File: src/cefm_pkg.sv
// Behaviour
// [RULE1] Charge code change sets charger flag bit 3
// [RULE2] Supply code change sets charger flag bit 0
// [RULE3] Input overvoltage or sleep sets fault bit 7
// [RULE4] Battery overcurrent or overvoltage sets fault bit 6
// [RULE5] System overvoltage or short sets fault bit 5
// [RULE6] Thermal shutdown rising edge sets fault bit 3
// [RULE7] Thermistor zone change sets fault bit 0
// [RULE8] Mask A bit 6 blocks ADC-done pulse
// [RULE9] Mask A bit 5 blocks thermal regulation pulse
// [RULE10] Mask A bit 4 blocks min-system enter/exit pulse
// [RULE11] Mask A bit 3 blocks input current limit pulse
// [RULE12] Mask A bit 2 blocks input voltage limit pulse
// [RULE13] Mask A bit 1 blocks charge timer expiry pulse
// [RULE14] Mask A bit 0 blocks bus watchdog pulse
// [RULE15] Mask B bit 3 blocks charge state pulse
// [RULE16] Mask B bit 0 blocks input supply pulse
// [RULE17] Charge code: idle, CC, CV, top-off
// [RULE18] Thermistor zone is a three-bit code
// [RULE19] Unmasked new event gives one low pulse
// [RULE20] Masks clear on reset; reserved bits read 0
// [RULE21] Flags hold until read, then clear
package cefm_pkg;

  // ****************************************
  // Register offsets
  // ****************************************
  localparam logic [7:0] ADDR_CHARGER_EVENT_FLAGS_B = 8'h21;
  localparam logic [7:0] ADDR_FAULT_EVENT_FLAGS = 8'h22;
  localparam logic [7:0] ADDR_CHARGER_EVENT_MASK_A = 8'h23;
  localparam logic [7:0] ADDR_CHARGER_EVENT_MASK_B = 8'h24;

  // ****************************************
  // Field positions
  // ****************************************
  localparam int BIT_CHARGE_STATE_CHANGE_FLAG = 3;
  localparam int BIT_INPUT_SUPPLY_CHANGE_FLAG = 0;
  localparam int BIT_INPUT_OVERVOLT_SLEEP_FLAG = 7;
  localparam int BIT_BATTERY_PROTECT_FLAG = 6;
  localparam int BIT_SYSTEM_RAIL_FAULT_FLAG = 5;
  localparam int BIT_DIE_OVERHEAT_FLAG = 3;
  localparam int BIT_THERMISTOR_ZONE_CHANGE_FLAG = 0;
  localparam int BIT_ADC_DONE_IRQ_BLOCK = 6;
  localparam int BIT_THERMAL_REGULATION_IRQ_BLOCK = 5;
  localparam int BIT_MIN_SYSTEM_VOLTAGE_IRQ_BLOCK = 4;
  localparam int BIT_INPUT_CURRENT_LIMIT_IRQ_BLOCK = 3;
  localparam int BIT_INPUT_VOLTAGE_LIMIT_IRQ_BLOCK = 2;
  localparam int BIT_CHARGE_TIMER_EXPIRY_IRQ_BLOCK = 1;
  localparam int BIT_BUS_WATCHDOG_IRQ_BLOCK = 0;
  localparam int BIT_CHARGE_STATE_IRQ_BLOCK = 3;
  localparam int BIT_INPUT_SUPPLY_IRQ_BLOCK = 0;

  // Implemented bits of each register (flags read-only, masks writable); the rest read as zero
  localparam logic [7:0] USED_CHARGER_EVENT_FLAGS_B = 8'h09;
  localparam logic [7:0] USED_FAULT_EVENT_FLAGS = 8'hE9;
  localparam logic [7:0] USED_CHARGER_EVENT_MASK_A = 8'h7F;
  localparam logic [7:0] USED_CHARGER_EVENT_MASK_B = 8'h09;
  localparam logic [7:0] RESET_BYTE = 8'h00;

  // ****************************************
  // Status codes
  // ****************************************
  typedef enum logic [1:0] {
    CEFM_CHG_IDLE = 2'b00,
    CEFM_CHG_CONST_CURRENT = 2'b01,
    CEFM_CHG_CONST_VOLTAGE = 2'b10,
    CEFM_CHG_TOP_OFF = 2'b11
  } cefm_charge_state_t;

  typedef enum logic [2:0] {
    CEFM_ZONE_NORMAL = 3'b000,
    CEFM_ZONE_COLD = 3'b001,
    CEFM_ZONE_HOT = 3'b010,
    CEFM_ZONE_COOL = 3'b011,
    CEFM_ZONE_WARM = 3'b100,
    CEFM_ZONE_PRECOOL = 3'b101,
    CEFM_ZONE_PREWARM = 3'b110,
    CEFM_ZONE_BIAS_FAULT = 3'b111
  } cefm_thermistor_zone_t;

  // ****************************************
  // Timing
  // ****************************************
  localparam int CLOCK_PERIOD_PS = 5000;
  localparam int INT_PULSE_WIDTH_NS = 256;
  localparam int INT_PULSE_CYCLES =
    (INT_PULSE_WIDTH_NS * 1000) / CLOCK_PERIOD_PS;
  localparam int INT_COUNT_WIDTH = 8;

endpackage

File: src/cefm_event_flag_mask.sv
`timescale 1ns/1ps
`default_nettype none
module cefm_event_flag_mask #(
  parameter int PULSE_CYCLES = cefm_pkg::INT_PULSE_CYCLES
) (
  // Clock and reset
  input wire logic REF_CLK,
  input wire logic RST,
  // Register access from the serial bus engine
  input wire logic [7:0] REG_ADDR,
  input wire logic REG_WR,
  input wire logic REG_RD,
  input wire logic [7:0] REG_WDATA,
  output logic [7:0] REG_RDATA,
  input wire logic REG_RESET_CMD,
  // Status codes from the charger core
  input wire logic [1:0] CHARGE_STATE_CODE,
  input wire logic [2:0] INPUT_SUPPLY_CODE,
  input wire logic [2:0] THERMISTOR_ZONE_CODE,
  // Fault detector levels
  input wire logic INPUT_OVERVOLT_SLEEP,
  input wire logic BATTERY_PROTECT,
  input wire logic SYSTEM_RAIL_FAULT,
  input wire logic DIE_OVERHEAT,
  // Charger regulation and timer levels
  input wire logic ADC_DONE,
  input wire logic ADC_ONE_SHOT,
  input wire logic DIE_THERMAL_REGULATION,
  input wire logic MINIMUM_SYSTEM_VOLTAGE,
  input wire logic INPUT_CURRENT_REGULATION,
  input wire logic INPUT_VOLTAGE_REGULATION,
  input wire logic CHARGE_TIMER_EXPIRED,
  input wire logic BUS_WATCHDOG_EXPIRED,
  // Fault mask byte held by the neighbouring register
  input wire logic [7:0] FAULT_MASK,
  // Interrupt
  output logic INT_N
);

  localparam int NSYNC = 22;

  // ****************************************
  // Input synchronisers
  // ****************************************
  logic [NSYNC-1:0] raw_in;
  logic [NSYNC-1:0] sync_a;
  logic [NSYNC-1:0] sync_b;
  logic [NSYNC-1:0] prev;
  logic primed;
  logic [1:0] warmup;

  assign raw_in = {
    CHARGE_STATE_CODE, INPUT_SUPPLY_CODE, THERMISTOR_ZONE_CODE,
    INPUT_OVERVOLT_SLEEP, BATTERY_PROTECT, SYSTEM_RAIL_FAULT,
    DIE_OVERHEAT, ADC_DONE, ADC_ONE_SHOT, DIE_THERMAL_REGULATION,
    MINIMUM_SYSTEM_VOLTAGE, INPUT_CURRENT_REGULATION,
    INPUT_VOLTAGE_REGULATION, CHARGE_TIMER_EXPIRED,
    BUS_WATCHDOG_EXPIRED, 2'b00
  };

  genvar gi;
  generate
    for (gi = 0; gi < NSYNC; gi++) begin : g_sync
      always_ff @(posedge REF_CLK) begin
        if (RST) begin
          sync_a[gi] <= 1'b0;
          sync_b[gi] <= 1'b0;
        end else begin
          sync_a[gi] <= raw_in[gi];
          sync_b[gi] <= sync_a[gi];
        end
      end
    end
  endgenerate

  // Compare only once prev holds a full synced sample, not reset zeros
  always_ff @(posedge REF_CLK) begin
    if (RST) begin
      prev <= '0;
      warmup <= '0;
      primed <= 1'b0;
    end else begin
      prev <= sync_b;
      warmup <= {warmup[0], 1'b1};
      primed <= warmup[1];
    end
  end

  // ****************************************
  // Field views of synchronised inputs
  // ****************************************
  logic [1:0] charge_state_code;
  logic [2:0] input_supply_code;
  logic [2:0] thermistor_zone_code;
  logic [1:0] charge_state_old;
  logic [2:0] input_supply_old;
  logic [2:0] thermistor_zone_old;

  assign charge_state_code = sync_b[21:20]; // RULE17
  assign input_supply_code = sync_b[19:17];
  assign thermistor_zone_code = sync_b[16:14]; // RULE18
  assign charge_state_old = prev[21:20];
  assign input_supply_old = prev[19:17];
  assign thermistor_zone_old = prev[16:14];

  function automatic logic rose(input int idx, input logic [NSYNC-1:0] now,
                                input logic [NSYNC-1:0] was);
    rose = now[idx] & ~was[idx];
  endfunction

  // ****************************************
  // Event detection
  // ****************************************
  logic ev_charge_state;
  logic ev_input_supply;
  logic ev_overvolt_sleep;
  logic ev_battery_protect;
  logic ev_system_rail;
  logic ev_die_overheat;
  logic ev_thermistor_zone;
  logic ev_adc_done;
  logic ev_thermal_reg;
  logic ev_min_system;
  logic ev_current_limit;
  logic ev_voltage_limit;
  logic ev_charge_timer;
  logic ev_watchdog;

  assign ev_charge_state = primed &&
    (charge_state_code != charge_state_old); // RULE1
  assign ev_input_supply = primed &&
    (input_supply_code != input_supply_old); // RULE2
  assign ev_thermistor_zone = primed &&
    (thermistor_zone_code != thermistor_zone_old); // RULE7
  assign ev_overvolt_sleep = primed && rose(13, sync_b, prev); // RULE3
  assign ev_battery_protect = primed && rose(12, sync_b, prev); // RULE4
  assign ev_system_rail = primed && rose(11, sync_b, prev); // RULE5
  assign ev_die_overheat = primed && rose(10, sync_b, prev); // RULE6
  // ADC completion is only reported in one-shot mode
  assign ev_adc_done = primed && sync_b[8] && rose(9, sync_b, prev);
  assign ev_thermal_reg = primed && rose(7, sync_b, prev);
  // Both entry and exit of minimum system regulation count
  assign ev_min_system = primed && (sync_b[6] != prev[6]);
  assign ev_current_limit = primed && rose(5, sync_b, prev);
  assign ev_voltage_limit = primed && rose(4, sync_b, prev);
  assign ev_charge_timer = primed && rose(3, sync_b, prev);
  assign ev_watchdog = primed && rose(2, sync_b, prev);

  // ****************************************
  // Register access decode
  // ****************************************
  logic rd_flags_b;
  logic rd_fault;
  logic wr_mask_a;
  logic wr_mask_b;

  always_comb begin
    rd_flags_b = 1'b0;
    rd_fault = 1'b0;
    wr_mask_a = 1'b0;
    wr_mask_b = 1'b0;
    if (REG_ADDR == cefm_pkg::ADDR_CHARGER_EVENT_FLAGS_B) begin
      rd_flags_b = REG_RD;
    end else if (REG_ADDR == cefm_pkg::ADDR_FAULT_EVENT_FLAGS) begin
      rd_fault = REG_RD;
    end else if (REG_ADDR == cefm_pkg::ADDR_CHARGER_EVENT_MASK_A) begin
      wr_mask_a = REG_WR;
    end else if (REG_ADDR == cefm_pkg::ADDR_CHARGER_EVENT_MASK_B) begin
      wr_mask_b = REG_WR;
    end
  end

  // ****************************************
  // Flag registers
  // ****************************************
  logic [7:0] charger_event_flags_b;
  logic [7:0] fault_event_flags;
  logic [7:0] set_flags_b;
  logic [7:0] set_fault;
  logic [7:0] next_flags_b;
  logic [7:0] next_fault;

  always_comb begin
    set_flags_b = '0;
    set_flags_b[cefm_pkg::BIT_CHARGE_STATE_CHANGE_FLAG] =
      ev_charge_state; // RULE1
    set_flags_b[cefm_pkg::BIT_INPUT_SUPPLY_CHANGE_FLAG] =
      ev_input_supply; // RULE2
    set_fault = '0;
    set_fault[cefm_pkg::BIT_INPUT_OVERVOLT_SLEEP_FLAG] =
      ev_overvolt_sleep; // RULE3
    set_fault[cefm_pkg::BIT_BATTERY_PROTECT_FLAG] =
      ev_battery_protect; // RULE4
    set_fault[cefm_pkg::BIT_SYSTEM_RAIL_FAULT_FLAG] = ev_system_rail; // RULE5
    set_fault[cefm_pkg::BIT_DIE_OVERHEAT_FLAG] = ev_die_overheat; // RULE6
    set_fault[cefm_pkg::BIT_THERMISTOR_ZONE_CHANGE_FLAG] =
      ev_thermistor_zone; // RULE7
  end

  // A read clears the flags, but an event in the same cycle survives
  always_comb begin
    next_flags_b = rd_flags_b ? set_flags_b
      : (charger_event_flags_b | set_flags_b); // RULE21
    next_fault = rd_fault ? set_fault
                          : (fault_event_flags | set_fault); // RULE21
  end

  always_ff @(posedge REF_CLK) begin
    if (RST) begin
      charger_event_flags_b <= cefm_pkg::RESET_BYTE;
      fault_event_flags <= cefm_pkg::RESET_BYTE;
    end else begin
      charger_event_flags_b <= next_flags_b &
        cefm_pkg::USED_CHARGER_EVENT_FLAGS_B;
      fault_event_flags <= next_fault & cefm_pkg::USED_FAULT_EVENT_FLAGS;
    end
  end

  // ****************************************
  // Mask registers
  // ****************************************
  logic [7:0] charger_event_mask_a;
  logic [7:0] charger_event_mask_b;

  always_ff @(posedge REF_CLK) begin
    if (RST || REG_RESET_CMD) begin
      charger_event_mask_a <= cefm_pkg::RESET_BYTE; // RULE20
      charger_event_mask_b <= cefm_pkg::RESET_BYTE; // RULE20
    end else begin
      if (wr_mask_a) begin
        charger_event_mask_a <= REG_WDATA &
          cefm_pkg::USED_CHARGER_EVENT_MASK_A; // RULE20
      end
      if (wr_mask_b) begin
        charger_event_mask_b <= REG_WDATA &
          cefm_pkg::USED_CHARGER_EVENT_MASK_B; // RULE20
      end
    end
  end

  // ****************************************
  // Read data
  // ****************************************
  logic [7:0] next_rdata;

  always_comb begin
    next_rdata = '0;
    if (REG_ADDR == cefm_pkg::ADDR_CHARGER_EVENT_FLAGS_B) begin
      next_rdata = charger_event_flags_b;
    end else if (REG_ADDR == cefm_pkg::ADDR_FAULT_EVENT_FLAGS) begin
      next_rdata = fault_event_flags;
    end else if (REG_ADDR == cefm_pkg::ADDR_CHARGER_EVENT_MASK_A) begin
      next_rdata = charger_event_mask_a;
    end else if (REG_ADDR == cefm_pkg::ADDR_CHARGER_EVENT_MASK_B) begin
      next_rdata = charger_event_mask_b;
    end
  end

  always_ff @(posedge REF_CLK) begin
    if (RST) begin
      REG_RDATA <= cefm_pkg::RESET_BYTE;
    end else if (REG_RD) begin
      REG_RDATA <= next_rdata; // RULE20
    end
  end

  // ****************************************
  // Interrupt gating
  // ****************************************
  logic [7:0] ma;
  logic [7:0] mb;
  logic irq_event;

  assign ma = charger_event_mask_a;
  assign mb = charger_event_mask_b;

  always_comb begin
    irq_event =
      (ev_adc_done &&
       !ma[cefm_pkg::BIT_ADC_DONE_IRQ_BLOCK]) || // RULE8
      (ev_thermal_reg &&
       !ma[cefm_pkg::BIT_THERMAL_REGULATION_IRQ_BLOCK]) || // RULE9
      (ev_min_system &&
       !ma[cefm_pkg::BIT_MIN_SYSTEM_VOLTAGE_IRQ_BLOCK]) || // RULE10
      (ev_current_limit &&
       !ma[cefm_pkg::BIT_INPUT_CURRENT_LIMIT_IRQ_BLOCK]) || // RULE11
      (ev_voltage_limit &&
       !ma[cefm_pkg::BIT_INPUT_VOLTAGE_LIMIT_IRQ_BLOCK]) || // RULE12
      (ev_charge_timer &&
       !ma[cefm_pkg::BIT_CHARGE_TIMER_EXPIRY_IRQ_BLOCK]) || // RULE13
      (ev_watchdog &&
       !ma[cefm_pkg::BIT_BUS_WATCHDOG_IRQ_BLOCK]) || // RULE14
      (ev_charge_state &&
       !mb[cefm_pkg::BIT_CHARGE_STATE_IRQ_BLOCK]) || // RULE15
      (ev_input_supply &&
       !mb[cefm_pkg::BIT_INPUT_SUPPLY_IRQ_BLOCK]) || // RULE16
      (|(set_fault & ~FAULT_MASK));
  end

  // ****************************************
  // Interrupt pulse
  // ****************************************
  localparam logic [cefm_pkg::INT_COUNT_WIDTH-1:0] PULSE_LAST =
    cefm_pkg::INT_COUNT_WIDTH'(PULSE_CYCLES - 1);
  localparam logic [cefm_pkg::INT_COUNT_WIDTH-1:0] COUNT_ZERO = '0;

  logic [cefm_pkg::INT_COUNT_WIDTH-1:0] pulse_count;
  logic pulse_on;

  // Events during a pulse merge into it; host reads flags afterwards
  always_ff @(posedge REF_CLK) begin
    if (RST) begin
      pulse_on <= 1'b0;
      pulse_count <= COUNT_ZERO;
    end else if (!pulse_on && irq_event) begin
      pulse_on <= 1'b1; // RULE19
      pulse_count <= PULSE_LAST;
    end else if (pulse_on) begin
      if (pulse_count == COUNT_ZERO) begin
        pulse_on <= 1'b0;
      end else begin
        pulse_count <= pulse_count - 1'b1;
      end
    end
  end

  always_ff @(posedge REF_CLK) begin
    if (RST) begin
      INT_N <= 1'b1;
    end else begin
      INT_N <= ~pulse_on; // RULE19
    end
  end

endmodule
`default_nettype wire

File: config.mk
export PLATFORM = sky130hd
export DESIGN_NAME = cefm_event_flag_mask
export DESIGN_NICKNAME = d
export VERILOG_FILES = /design/src/cefm_pkg.sv /design/src/cefm_event_flag_mask.sv
export SDC_FILE = /design/constraint.sdc
export NUM_CORES = 1
export LEC_CHECK = 0
export BUFFER_PORTS_ARGS = -buffer_cell sky130_fd_sc_hd__buf_2
export CAP_MARGIN = 10
export CORE_ASPECT_RATIO = 2
export CORE_MARGIN = 2
export CORE_UTILIZATION = 45
export CTS_CLUSTER_SIZE = 30
export DETAILED_ROUTE_END_ITERATION = 16
export GPL_TIMING_DRIVEN = 0
export PLACE_DENSITY = 0.69
export RECOVER_POWER = 100
export SYNTH_ARGS = -nofsm -noshare
export SYNTH_HDL_FRONTEND = slang
export SYNTH_SLANG_ARGS = --single-unit
File: constraint.sdc
create_clock -name REF_CLK -period 1.7 [get_ports REF_CLK]
set_input_delay 0.34 -clock REF_CLK [delete_from_list [all_inputs] [get_ports REF_CLK]]
set_output_delay 0.34 -clock REF_CLK [all_outputs]
set_load 0.005 [all_outputs]
==> impl_metrics.env, run 1 <==
export IMPL_outcome="finished with violations"
export IMPL_violations="setup timing"
export IMPL_hpwlAfterDp_um=5070
export IMPL_place_gp_congestion=0.793
export IMPL_async_flop_share_pct=0
export IMPL_maxCapViolCount=0
export IMPL_dp_cells=472
export IMPL_num_antenna_cells=0
export IMPL_synth_nets=377
export IMPL_start_util_pct=46.0
export IMPL_gr_total_overflow=0
export IMPL_synth_ff_type="dfxtp_1"
export IMPL_grt_max_degree=15
export IMPL_fin_tns_setup_ns=-0.00987
export IMPL_rr_worst_depth=7
export IMPL_irDropWorstVdd_mv=0.735
export IMPL_die_width_um=66.1
export IMPL_cts_buffers=9
export IMPL_final_area_mm2=0.00430
export IMPL_cts_root_buf="clkbuf_16"
export IMPL_clockBufferDepth=2
export IMPL_maxClockFrequency_ghz=0.585
export IMPL_setup_ws_ns=-0.00987
export IMPL_synth_cell_type_count=47
export IMPL_worstMarginPinSlew_ns=0.641
export IMPL_r2r_slack_ns=-0.01
export IMPL_finalPower_mw=4.90
export IMPL_wl_per_cell_um=14.1
export IMPL_ys_ff_latch=96
export IMPL_fin_util_pct=57.0
export IMPL_whs_path_depth=2
export IMPL_drv_slew=0
export IMPL_fin_skew_ns=0.00391
export IMPL_cts_clk_slew_worst_paths_ns=0.06
export IMPL_synthCells=327
export IMPL_crit_path_top_delay_cell="or3b_4"
export IMPL_rows=45
export IMPL_clk_latency_ns=0.33
export IMPL_ys_warn_count=0
export IMPL_synth_seq_area_share_pct=55.4
export IMPL_final_layout_size_suffix_gt1_share_pct=23.8
export IMPL_min_to="sync_a[7]"
export IMPL_synth_edff_count=0
export IMPL_cts_sinks=96
export IMPL_syn_area_mm2=0.00347
export IMPL_worstPathMaxFanout=8
export IMPL_track_usage_pct=17.0
export IMPL_num_nets_final=445
export IMPL_fin_crit_ns=1.71
export IMPL_rsz0062_at_grt="true"
export IMPL_min_period_over_period_pct=101
export IMPL_fillers=716
export IMPL_numPortBuffers=51
export IMPL_detail_route_iter0_violations=97
export IMPL_vias_per_cell=5.10
export IMPL_reg2reg_to="pulse_count[1]"
export IMPL_grt_pass1_vias=2334
export IMPL_area_delta_synth_final_pct=23.8
export IMPL_antenna_found_initial=0
export IMPL_htreeDepth=3
export IMPL_drtPass1Iterations=4
export IMPL_hold_violations=0
export IMPL_place_area_mm2=0.00385
export IMPL_grt_pass1_wl_um=10800
export IMPL_crit_type="reg -> reg"
export IMPL_syn_area_per_cell_um2=10.6
export IMPL_ios=58
export IMPL_cts_hold_buf=0
export IMPL_vias=2512
export IMPL_crit_chain="inv_4 -> ha_4 -> or3b_4 -> buf_8 -> o21ai_4 -> mux2i_1 -> o31a_1"
export IMPL_crit_path_end_kind="flip-flop"
export IMPL_cts_tree="done"
export IMPL_route_detailed_drc=0
export IMPL_ant_nets=0
export IMPL_slew_headroom_pct=57.3
export IMPL_stdcell_count=493
export IMPL_dieHeight_um=128
export IMPL_p_per_area_mw_per_mm2=1140
export IMPL_arrival_ns=1.93
export IMPL_setup_viol=1
export IMPL_critical_path_required_ns=1.92
export IMPL_r2r_start="pulse_count[0]"
export IMPL_crit_path_max_incr_delay_ns=0.38
export IMPL_core_mm2=0.00754
export IMPL_min_from="DIE_THERMAL_REGULATION"
export IMPL_leakagePower_nw=1.75
export IMPL_dieArea_mm2=0.00848
export IMPL_worstSetupStartpointType="flip-flop"
export IMPL_totalWireLength_um=6970
export IMPL_hold_class="in -> reg"
[kinds of logic (layout without fill, tap and decap cells)]
logic type	Yosys count	after routing	share of synthesized area [%]
compound gates	41	41	8.61
xor+xnor	16	16	4.04
fa+ha+maj	1	1	0.360
buf+inv	26	98	3.06
flops	96	96	55.4
mux	12	12	3.46
simple gates	135	135	25.1
[cells in the mapped netlist (all sizes together) (2+ instances only)]
| cell type | n | share of area, % |
|---|---|---|
| a21oi | 9 | 1.3 |
| a22oi | 4 | 0.86 |
| a31oi | 2 | 0.36 |
| a32oi | 4 | 1.0 |
| and3b | 2 | 0.50 |
| buf | 4 | 0.68 |
| clkbuf | 12 | 1.3 |
| dfxtp | 96 | 55 |
| inv | 9 | 0.97 |
| mux2i | 12 | 3.5 |
| nand2 | 3 | 0.32 |
| nand2b | 4 | 0.72 |
| nand3 | 2 | 0.29 |
| nand3b | 2 | 0.43 |
| nand4 | 4 | 0.90 |
| nor2 | 22 | 2.4 |
| nor2b | 68 | 12 |
| nor3 | 3 | 0.43 |
| nor3b | 3 | 0.65 |
| nor4 | 10 | 2.8 |
| nor4bb | 6 | 1.7 |
| o211a | 2 | 0.58 |
| o211ai | 2 | 0.43 |
| o21ai | 6 | 0.97 |
| o221ai | 3 | 0.76 |
| o31a | 4 | 1.0 |
| or3b | 2 | 0.50 |
| xnor2 | 7 | 1.8 |
| xor2 | 9 | 2.3 |
[placed cells by master, fill, tap and decap left out, types with 6 or more instances in the layout]
cell type	count
nor4bb_1	6
xnor2_1	7
mux2i_1	12
nor2b_1	68
inv_1	7
clkbuf_1	16
xor2_1	9
dfxtp_1	92
buf_2	50
clkbuf_16	9
buf_4	6
a21oi_1	9
nor2_1	22
nor4_2	7
[worst max-delay path, delay by kind of cell, from the launching register on]
| family | cells | cell delay, ns |
|---|---|---|
| compound gates | 2 | 0.44 |
| fa+ha+maj | 1 | 0.13 |
| buf+inv | 2 | 0.21 |
| flops | 1 | 0.35 |
| mux | 1 | 0.09 |
| simple gates | 1 | 0.38 |
[where the power goes]
part	switching, mW	leakage, nW	internal (mW)
clock network	0.765	0.149	1.27
logic	0.229	0.811	0.231
registers	0.0608	0.788	2.34
total	1.05	1.75	3.84
[how the worst max path moves through the flow]
stage	from	endpoint	slack, ns	depth (start not counted)
floorplan	pulse_count[0]	pulse_count[5]	0.02	7
global placement	primed	pulse_count[4]	-0.22	4
detailed placement	primed	pulse_count[0]	-0.27	4
CTS	primed	pulse_count[1]	0.0004	4
global route	pulse_count[0]	pulse_count[1]	-0.07	7
finish	pulse_count[0]	pulse_count[1]	-0.01	7
[per-stage QoR]
| step | hold WS, ns | setup WS, ns |
|---|---|---|
| finish | 0.212 | -0.00987 |
| global route | 0.211 | -0.0654 |
| CTS | 0.199 | 0.000411 |
| detailed placement | 0.422 | -0.273 |
| global placement | 0.418 | -0.216 |
| floorplan | 0.414 | 0.0162 |
[final cells by class]
class / count / area [µm²] / area share, %
clock inverter: 4 / 70.1 / 1.63
tap: 94 / 118 / 2.74
sequential: 96 / 1930 / 44.9
buffer: 15 / 76.3 / 1.78
clock buffer: 11 / 233 / 5.41
multi-input combinational: 205 / 1530 / 35.5
inverter: 10 / 42.5 / 0.990
timing repair buffer: 58 / 302 / 7.02
[what timing repair did]
item | CTS | global route
endpoints found under the hold margin | 0 | 0
cloned | 0 | 1
setup endpoints to repair | 9 | 9
pin swaps | 2 | 4
buffers inserted | 0 | 6
resized for setup | 14 | 15
[metal layers]
metal	vias to the layer above	part of all wire (%)	track usage (%)
li1	1262	-	-
met1	1174	36	16.6
met4	0	4.3	9.96
met2	55	56	31.3
met5	-	0	0
met3	21	4.0	3.95
[registers in the layout, summed over array words and instances, names as in the netlist]
name,flops
primed,1
charge_state_code,2
warmup,2
charger_event_mask_b,2
INT_N,1
pulse_count,8
input_supply_code,3
sync_b,15
fault_event_flags,5
prev,19
pulse_on,1
charger_event_flags_b,2
sync_a,20
charger_event_mask_a,7
REG_RDATA,8
No activity file was read; power rests on OpenSTA's default activity.
==> run 2: changes to the inputs <==
Settings changed: REMOVE_ABC_BUFFERS set to 1.
==> run 2 against run 1 <==
Net effect: the flow still finishes with violations (setup timing); core utilization down 1.4 points; non-clock buffer count is 15 lower; cell area is 2.4% lower; largest cell class unchanged.
==> impl_metrics.env, run 2 (synthesis gave the netlist of run 1 again) <==
export IMPL_crit_type="reg -> reg"
export IMPL_route_detailed_drc=0
export IMPL_cts_hold_buf=0
export IMPL_critical_path_required_ns=1.92
export IMPL_fin_skew_ns=0.00643
export IMPL_num_nets_final=431
export IMPL_violations="setup timing"
export IMPL_arrival_ns=1.92
export IMPL_clockBufferDepth=2
export IMPL_fin_crit_ns=1.70
export IMPL_cts_clk_slew_worst_paths_ns=0.06
export IMPL_r2r_slack_ns=-0.0009
export IMPL_worstMarginPinSlew_ns=0.525
export IMPL_vias=2380
export IMPL_final_cell_mix="dfxtp_1, nor2b_1, buf_2"
export IMPL_core_mm2=0.00754
export IMPL_hpwlAfterDp_um=4350
export IMPL_irDropWorstVdd_mv=0.635
export IMPL_worstSetupStartpointType="flip-flop"
export IMPL_setup_viol=1
export IMPL_numPortBuffers=53
export IMPL_ios=58
export IMPL_die_width_um=66.1
export IMPL_cts_sinks=96
export IMPL_drv_slew=0
export IMPL_vias_per_cell=4.96
export IMPL_start_util_pct=46.0
export IMPL_gr_total_overflow=0
export IMPL_grt_pass1_vias=2262
export IMPL_worstPathMaxFanout=5
export IMPL_dieArea_mm2=0.00848
export IMPL_place_gp_congestion=0.732
export IMPL_track_usage_pct=16.3
export IMPL_antenna_found_initial=0
export IMPL_largest_reg_flops=20
export IMPL_crit_path_max_incr_delay_ns=0.51
export IMPL_grt_max_degree=54
export IMPL_hold_violations=0
export IMPL_clk_latency_ns=0.33
export IMPL_r2r_start="prev[14]"
export IMPL_area_delta_synth_final_pct=20.8
export IMPL_totalWireLength_um=6460
export IMPL_crit_family="compound AO/OA/AOI/OAI gates"
export IMPL_top_register="sync_a"
export IMPL_grt_pass1_wl_um=10300
export IMPL_drtPass1Iterations=4
export IMPL_min_period_over_period_pct=100
export IMPL_final_common_cell="dfxtp_1"
export IMPL_crit_path_top_delay_cell="o311ai_1"
export IMPL_fin_tns_setup_ns=-0.000949
export IMPL_min_from="INPUT_SUPPLY_CODE[0]"
export IMPL_dieHeight_um=128
export IMPL_crit_path_end_kind="flip-flop"
export IMPL_wl_per_cell_um=13.5
export IMPL_setup_ws_ns=-0.000949
export IMPL_rows=45
export IMPL_crit_chain="xor2_1 -> o311ai_1 -> a31oi_2 -> o31a_1"
export IMPL_final_layout_size_suffix_gt1_share_pct=23.1
export IMPL_cts_root_buf="clkbuf_16"
export IMPL_finalPower_mw=4.74
export IMPL_rsz0062_at_grt="true"
export IMPL_largestRegisters="sync_a (20), prev (19), sync_b (15)"
export IMPL_num_antenna_cells=0
export IMPL_hold_class="in -> reg"
export IMPL_ant_nets=0
export IMPL_p_per_area_mw_per_mm2=1130
export IMPL_whs_ns=0.212
export IMPL_htreeDepth=3
export IMPL_cp_startpoint="prev[14]"
export IMPL_outcome="finished with violations"
export IMPL_slew_headroom_pct=64.5
export IMPL_maxClockFrequency_ghz=0.588
export IMPL_path_buf_inv=0
export IMPL_maxCapViolCount=0
export IMPL_cts_buffers=9
export IMPL_fin_util_pct=55.6
export IMPL_detail_route_iter0_violations=132
export IMPL_leakagePower_nw=1.68
export IMPL_cts_tree="done"
[run 2: cell count changes in the layout (fill, tap and decap cells not counted), sizes merged]
cell | previous run | this run
clkbuf | 25 | 16
buf | 59 | 54
clkinv | 3 | 1
clkinvlp | 0 | 2
a31oi | 2 | 3
bufinv | 2 | 1
inv | 9 | 10
[run 2: path summary, 6_finish.rpt]
kind,endpoint,depth (start not counted)
max,pulse_count[5],4
min,sync_a[17],2
max reg2reg,pulse_count[5],4
min reg2reg,sync_b[8],1
[run 2: routing by layer]
metal | global-route usage [%] | share of wire, % | routed length (µm) | up-vias
met5 | 0 | 0 | 0 | -
met4 | 9.00 | 2.0 | 132 | 0
met3 | 4.65 | 4.7 | 306 | 10
met2 | 28.6 | 54 | 3490 | 56
met1 | 16.8 | 39 | 2530 | 1084
li1 | - | - | - | 1230
[run 2: cell type report]
type / count / area, µm²
flip-flops and latches: 96 / 1930
inverters: 10 / 40.0
fillers: 698 / 3350
clock buffers: 12 / 236
clock inverters: 4 / 53.8
well taps: 94 / 118
repair buffers: 58 / 310
multi-input cells: 206 / 1510
[run 2: where the power goes]
| part | switching [mW] | internal [mW] |
|---|---|---|
| Clock | 0.790 | 1.15 |
| Sequential | 0.0624 | 2.34 |
| Combinational | 0.205 | 0.203 |
| Total | 1.06 | 3.69 |
[run 2: through the flow]
| step | cell area (µm²) | instances | setup slack, ns |
|---|---|---|---|
| after floorplan | 3400 | 311 | 0.0301 |
| after global placement | 3790 | 458 | -0.679 |
| after detailed placement | 3810 | 459 | -0.267 |
| after CTS | 4160 | 477 | 0.00262 |
| after global routing | 4190 | 480 | -0.0816 |
| final | 4190 | 480 | -0.000949 |
[run 2: what timing repair did]
item	4_1_cts	5_1_grt
buffers inserted	1	3
resized for setup	12	12
endpoints found under the setup margin	9	9
pin swaps	4	3
cloned	1	0
==> run 3: changes to the inputs <==
Settings changed: BUFFER_PORTS_ARGS -buffer_cell sky130_fd_sc_hd__buf_2 to -buffer_cell sky130_fd_sc_hd__buf_4, CORE_ASPECT_RATIO 2 to 1.1.
==> run 3 against run 2 <==
Net effect: the flow now finishes without violations; register-to-register slack improved by 0.04 ns; global-route usage fell by 0.55 points; count of clock-buffer cells in the layout fell by 1; core utilization rose by 1.3 points; critical endpoint is now pulse_count[4].
==> impl_metrics.env, run 3 (synthesis gave the netlist of run 1 again) <==
export IMPL_cts_sinks=96
export IMPL_crit_path_top_delay_cell="dfxtp_2"
export IMPL_slew_headroom_pct=46.3
export IMPL_drv_slew=0
export IMPL_crit_path_end_kind="flip-flop"
export IMPL_maxCapViolCount=0
export IMPL_area_delta_synth_final_pct=22.4
export IMPL_vias=2401
export IMPL_setup_viol=0
export IMPL_clk_latency_ns=0.36
export IMPL_dr_wl_met3_um=254
export IMPL_min_period_over_period_pct=97.6
export IMPL_track_usage_pct=15.8
export IMPL_r2r_start="primed"
export IMPL_worstPathMaxFanout=14
export IMPL_dpl_worst_slack_ns=-0.223
export IMPL_place_gp_congestion=0.847
export IMPL_maxClockFrequency_ghz=0.603
export IMPL_wl_per_cell_um=13.3
export IMPL_fin_util_pct=56.9
export IMPL_vias_per_cell=4.92
export IMPL_final_cell_mix="dfxtp_1, nor2b_1, buf_4"
export IMPL_outcome="complete, no violations"
export IMPL_cts_clk_slew_worst_paths_ns=0.10
export IMPL_min_from="INPUT_VOLTAGE_REGULATION"
export IMPL_htreeDepth=3
export IMPL_largest_reg_flops=20
export IMPL_rsz0062_at_grt="true"
export IMPL_numPortBuffers=53
export IMPL_min_to="sync_a[4]"
export IMPL_largestRegisters="sync_a (20), prev (19), sync_b (15)"
export IMPL_dieArea_mm2=0.00843
export IMPL_r2r_slack_ns=0.04
export IMPL_hold_violations=0
export IMPL_start_util_pct=46.5
export IMPL_grt_pass1_wl_um=10300
export IMPL_totalWireLength_um=6480
export IMPL_drtPass1Iterations=5
export IMPL_critical_path_required_ns=1.94
export IMPL_reg2reg_to="pulse_count[4]"
export IMPL_top_layer="met4"
export IMPL_num_antenna_cells=0
export IMPL_whs_ns=0.187
export IMPL_cts_root_buf="clkbuf_8"
export IMPL_final_common_cell="dfxtp_1"
export IMPL_setup_ws_ns=0.0416
export IMPL_final_layout_size_suffix_gt1_share_pct=25.1
export IMPL_core_mm2=0.00747
export IMPL_irDropWorstVdd_mv=0.738
export IMPL_ios=58
export IMPL_num_nets_final=428
export IMPL_fin_crit_ns=1.66
export IMPL_crit_family="compound AO/OA/AOI/OAI gates"
export IMPL_worstSetupStartpointType="flip-flop"
export IMPL_arrival_ns=1.90
export IMPL_path_buf_inv=1
export IMPL_ant_nets=0
export IMPL_fin_skew_ns=0.0110
export IMPL_crit_chain="nor4bb_2 -> nor4_2 -> buf_4 -> a31oi_2 -> o31a_1"
export IMPL_hold_class="in -> reg"
export IMPL_detail_route_iter0_violations=125
export IMPL_clockBufferDepth=2
export IMPL_whs_path_depth=2
export IMPL_dr_wl_met2_um=3140
export IMPL_grt_pass1_vias=2229
export IMPL_met1_length_um=2980
export IMPL_worstMarginPinSlew_ns=0.805
export IMPL_top_register="sync_a"
export IMPL_leakagePower_nw=1.70
export IMPL_die_width_um=87.8
export IMPL_antenna_found_initial=0
export IMPL_crit_path_max_incr_delay_ns=0.42
export IMPL_fin_tns_setup_ns=0
export IMPL_rr_worst_depth=5
export IMPL_gr_total_overflow=0
export IMPL_cts_buffers=9
export IMPL_p_per_area_mw_per_mm2=1020
export IMPL_grt_max_degree=82
export IMPL_cts_tree="done"
export IMPL_rows=33
export IMPL_cts_hold_buf=0
export IMPL_hpwlAfterDp_um=4170
export IMPL_dieHeight_um=96.1
export IMPL_route_detailed_drc=0
export IMPL_crit_type="reg -> reg"
## run 3: changes by cell type in the layout (fill, tap and decap cells not counted), sizes merged
cell	before	now
buf	54	44
clkbuf	16	22
clkinv	1	3
clkinvlp	2	1
## run 3: how the worst max path moves through the flow
stage | start | endpoint | depth (start not counted) | slack, ns
after floorplan | pulse_count[0] | pulse_count[5] | 6 | 0.03
after global placement | primed | pulse_count[5] | 4 | -0.22
after detailed placement | primed | pulse_count[5] | 4 | -0.22
after CTS | pulse_count[0] | pulse_count[5] | 6 | 0.02
after global routing | primed | pulse_count[1] | 5 | -0.04
final | primed | pulse_count[4] | 5 | 0.04
## run 3: layer usage
| layer | GRT usage (%) | vias to the layer above |
|---|---|---|
| met5 | 0 | - |
| met4 | 6.54 | 0 |
| met3 | 3.60 | 10 |
| met2 | 25.3 | 51 |
| met1 | 20.4 | 1115 |
| li1 | - | 1225 |
## run 3: final cells by class
type,instances,area [µm²]
clock inverters,5,63.8
well taps,105,131
fillers,671,3220
multi-input cells,206,1520
repair buffers,55,409
flip-flops and latches,96,1930
clock buffers,11,151
inverters,10,42.5
## run 3: repair_timing
| item | 4_1_cts | 5_1_grt |
|---|---|---|
| pin swaps | 4 | 3 |
| setup endpoints to repair | 9 | 9 |
| endpoints found under the hold margin | 0 | 0 |
| gates resized for setup | 11 | 14 |
| setup buffers | 0 | 2 |
| gates cloned | 1 | 0 |
## run 3: through the flow
step                total power, mW  cell area, µm²  std cells
floorplan                      2.64            3400        311
global placement               2.81            3930        469
detailed placement             2.82            3930        469
CTS                            4.37            4200        486
global route                   4.54            4250        488
finish                         4.35            4250        488
## run 3: power breakdown
part           switching [mW]  leakage (nW)  total (mW)  internal [mW]
Sequential             0.0578         0.788        2.39           2.33
Clock                   0.775         0.106        1.55          0.771
Combinational           0.193         0.801       0.414          0.221
Total                    1.03          1.70        4.35           3.33
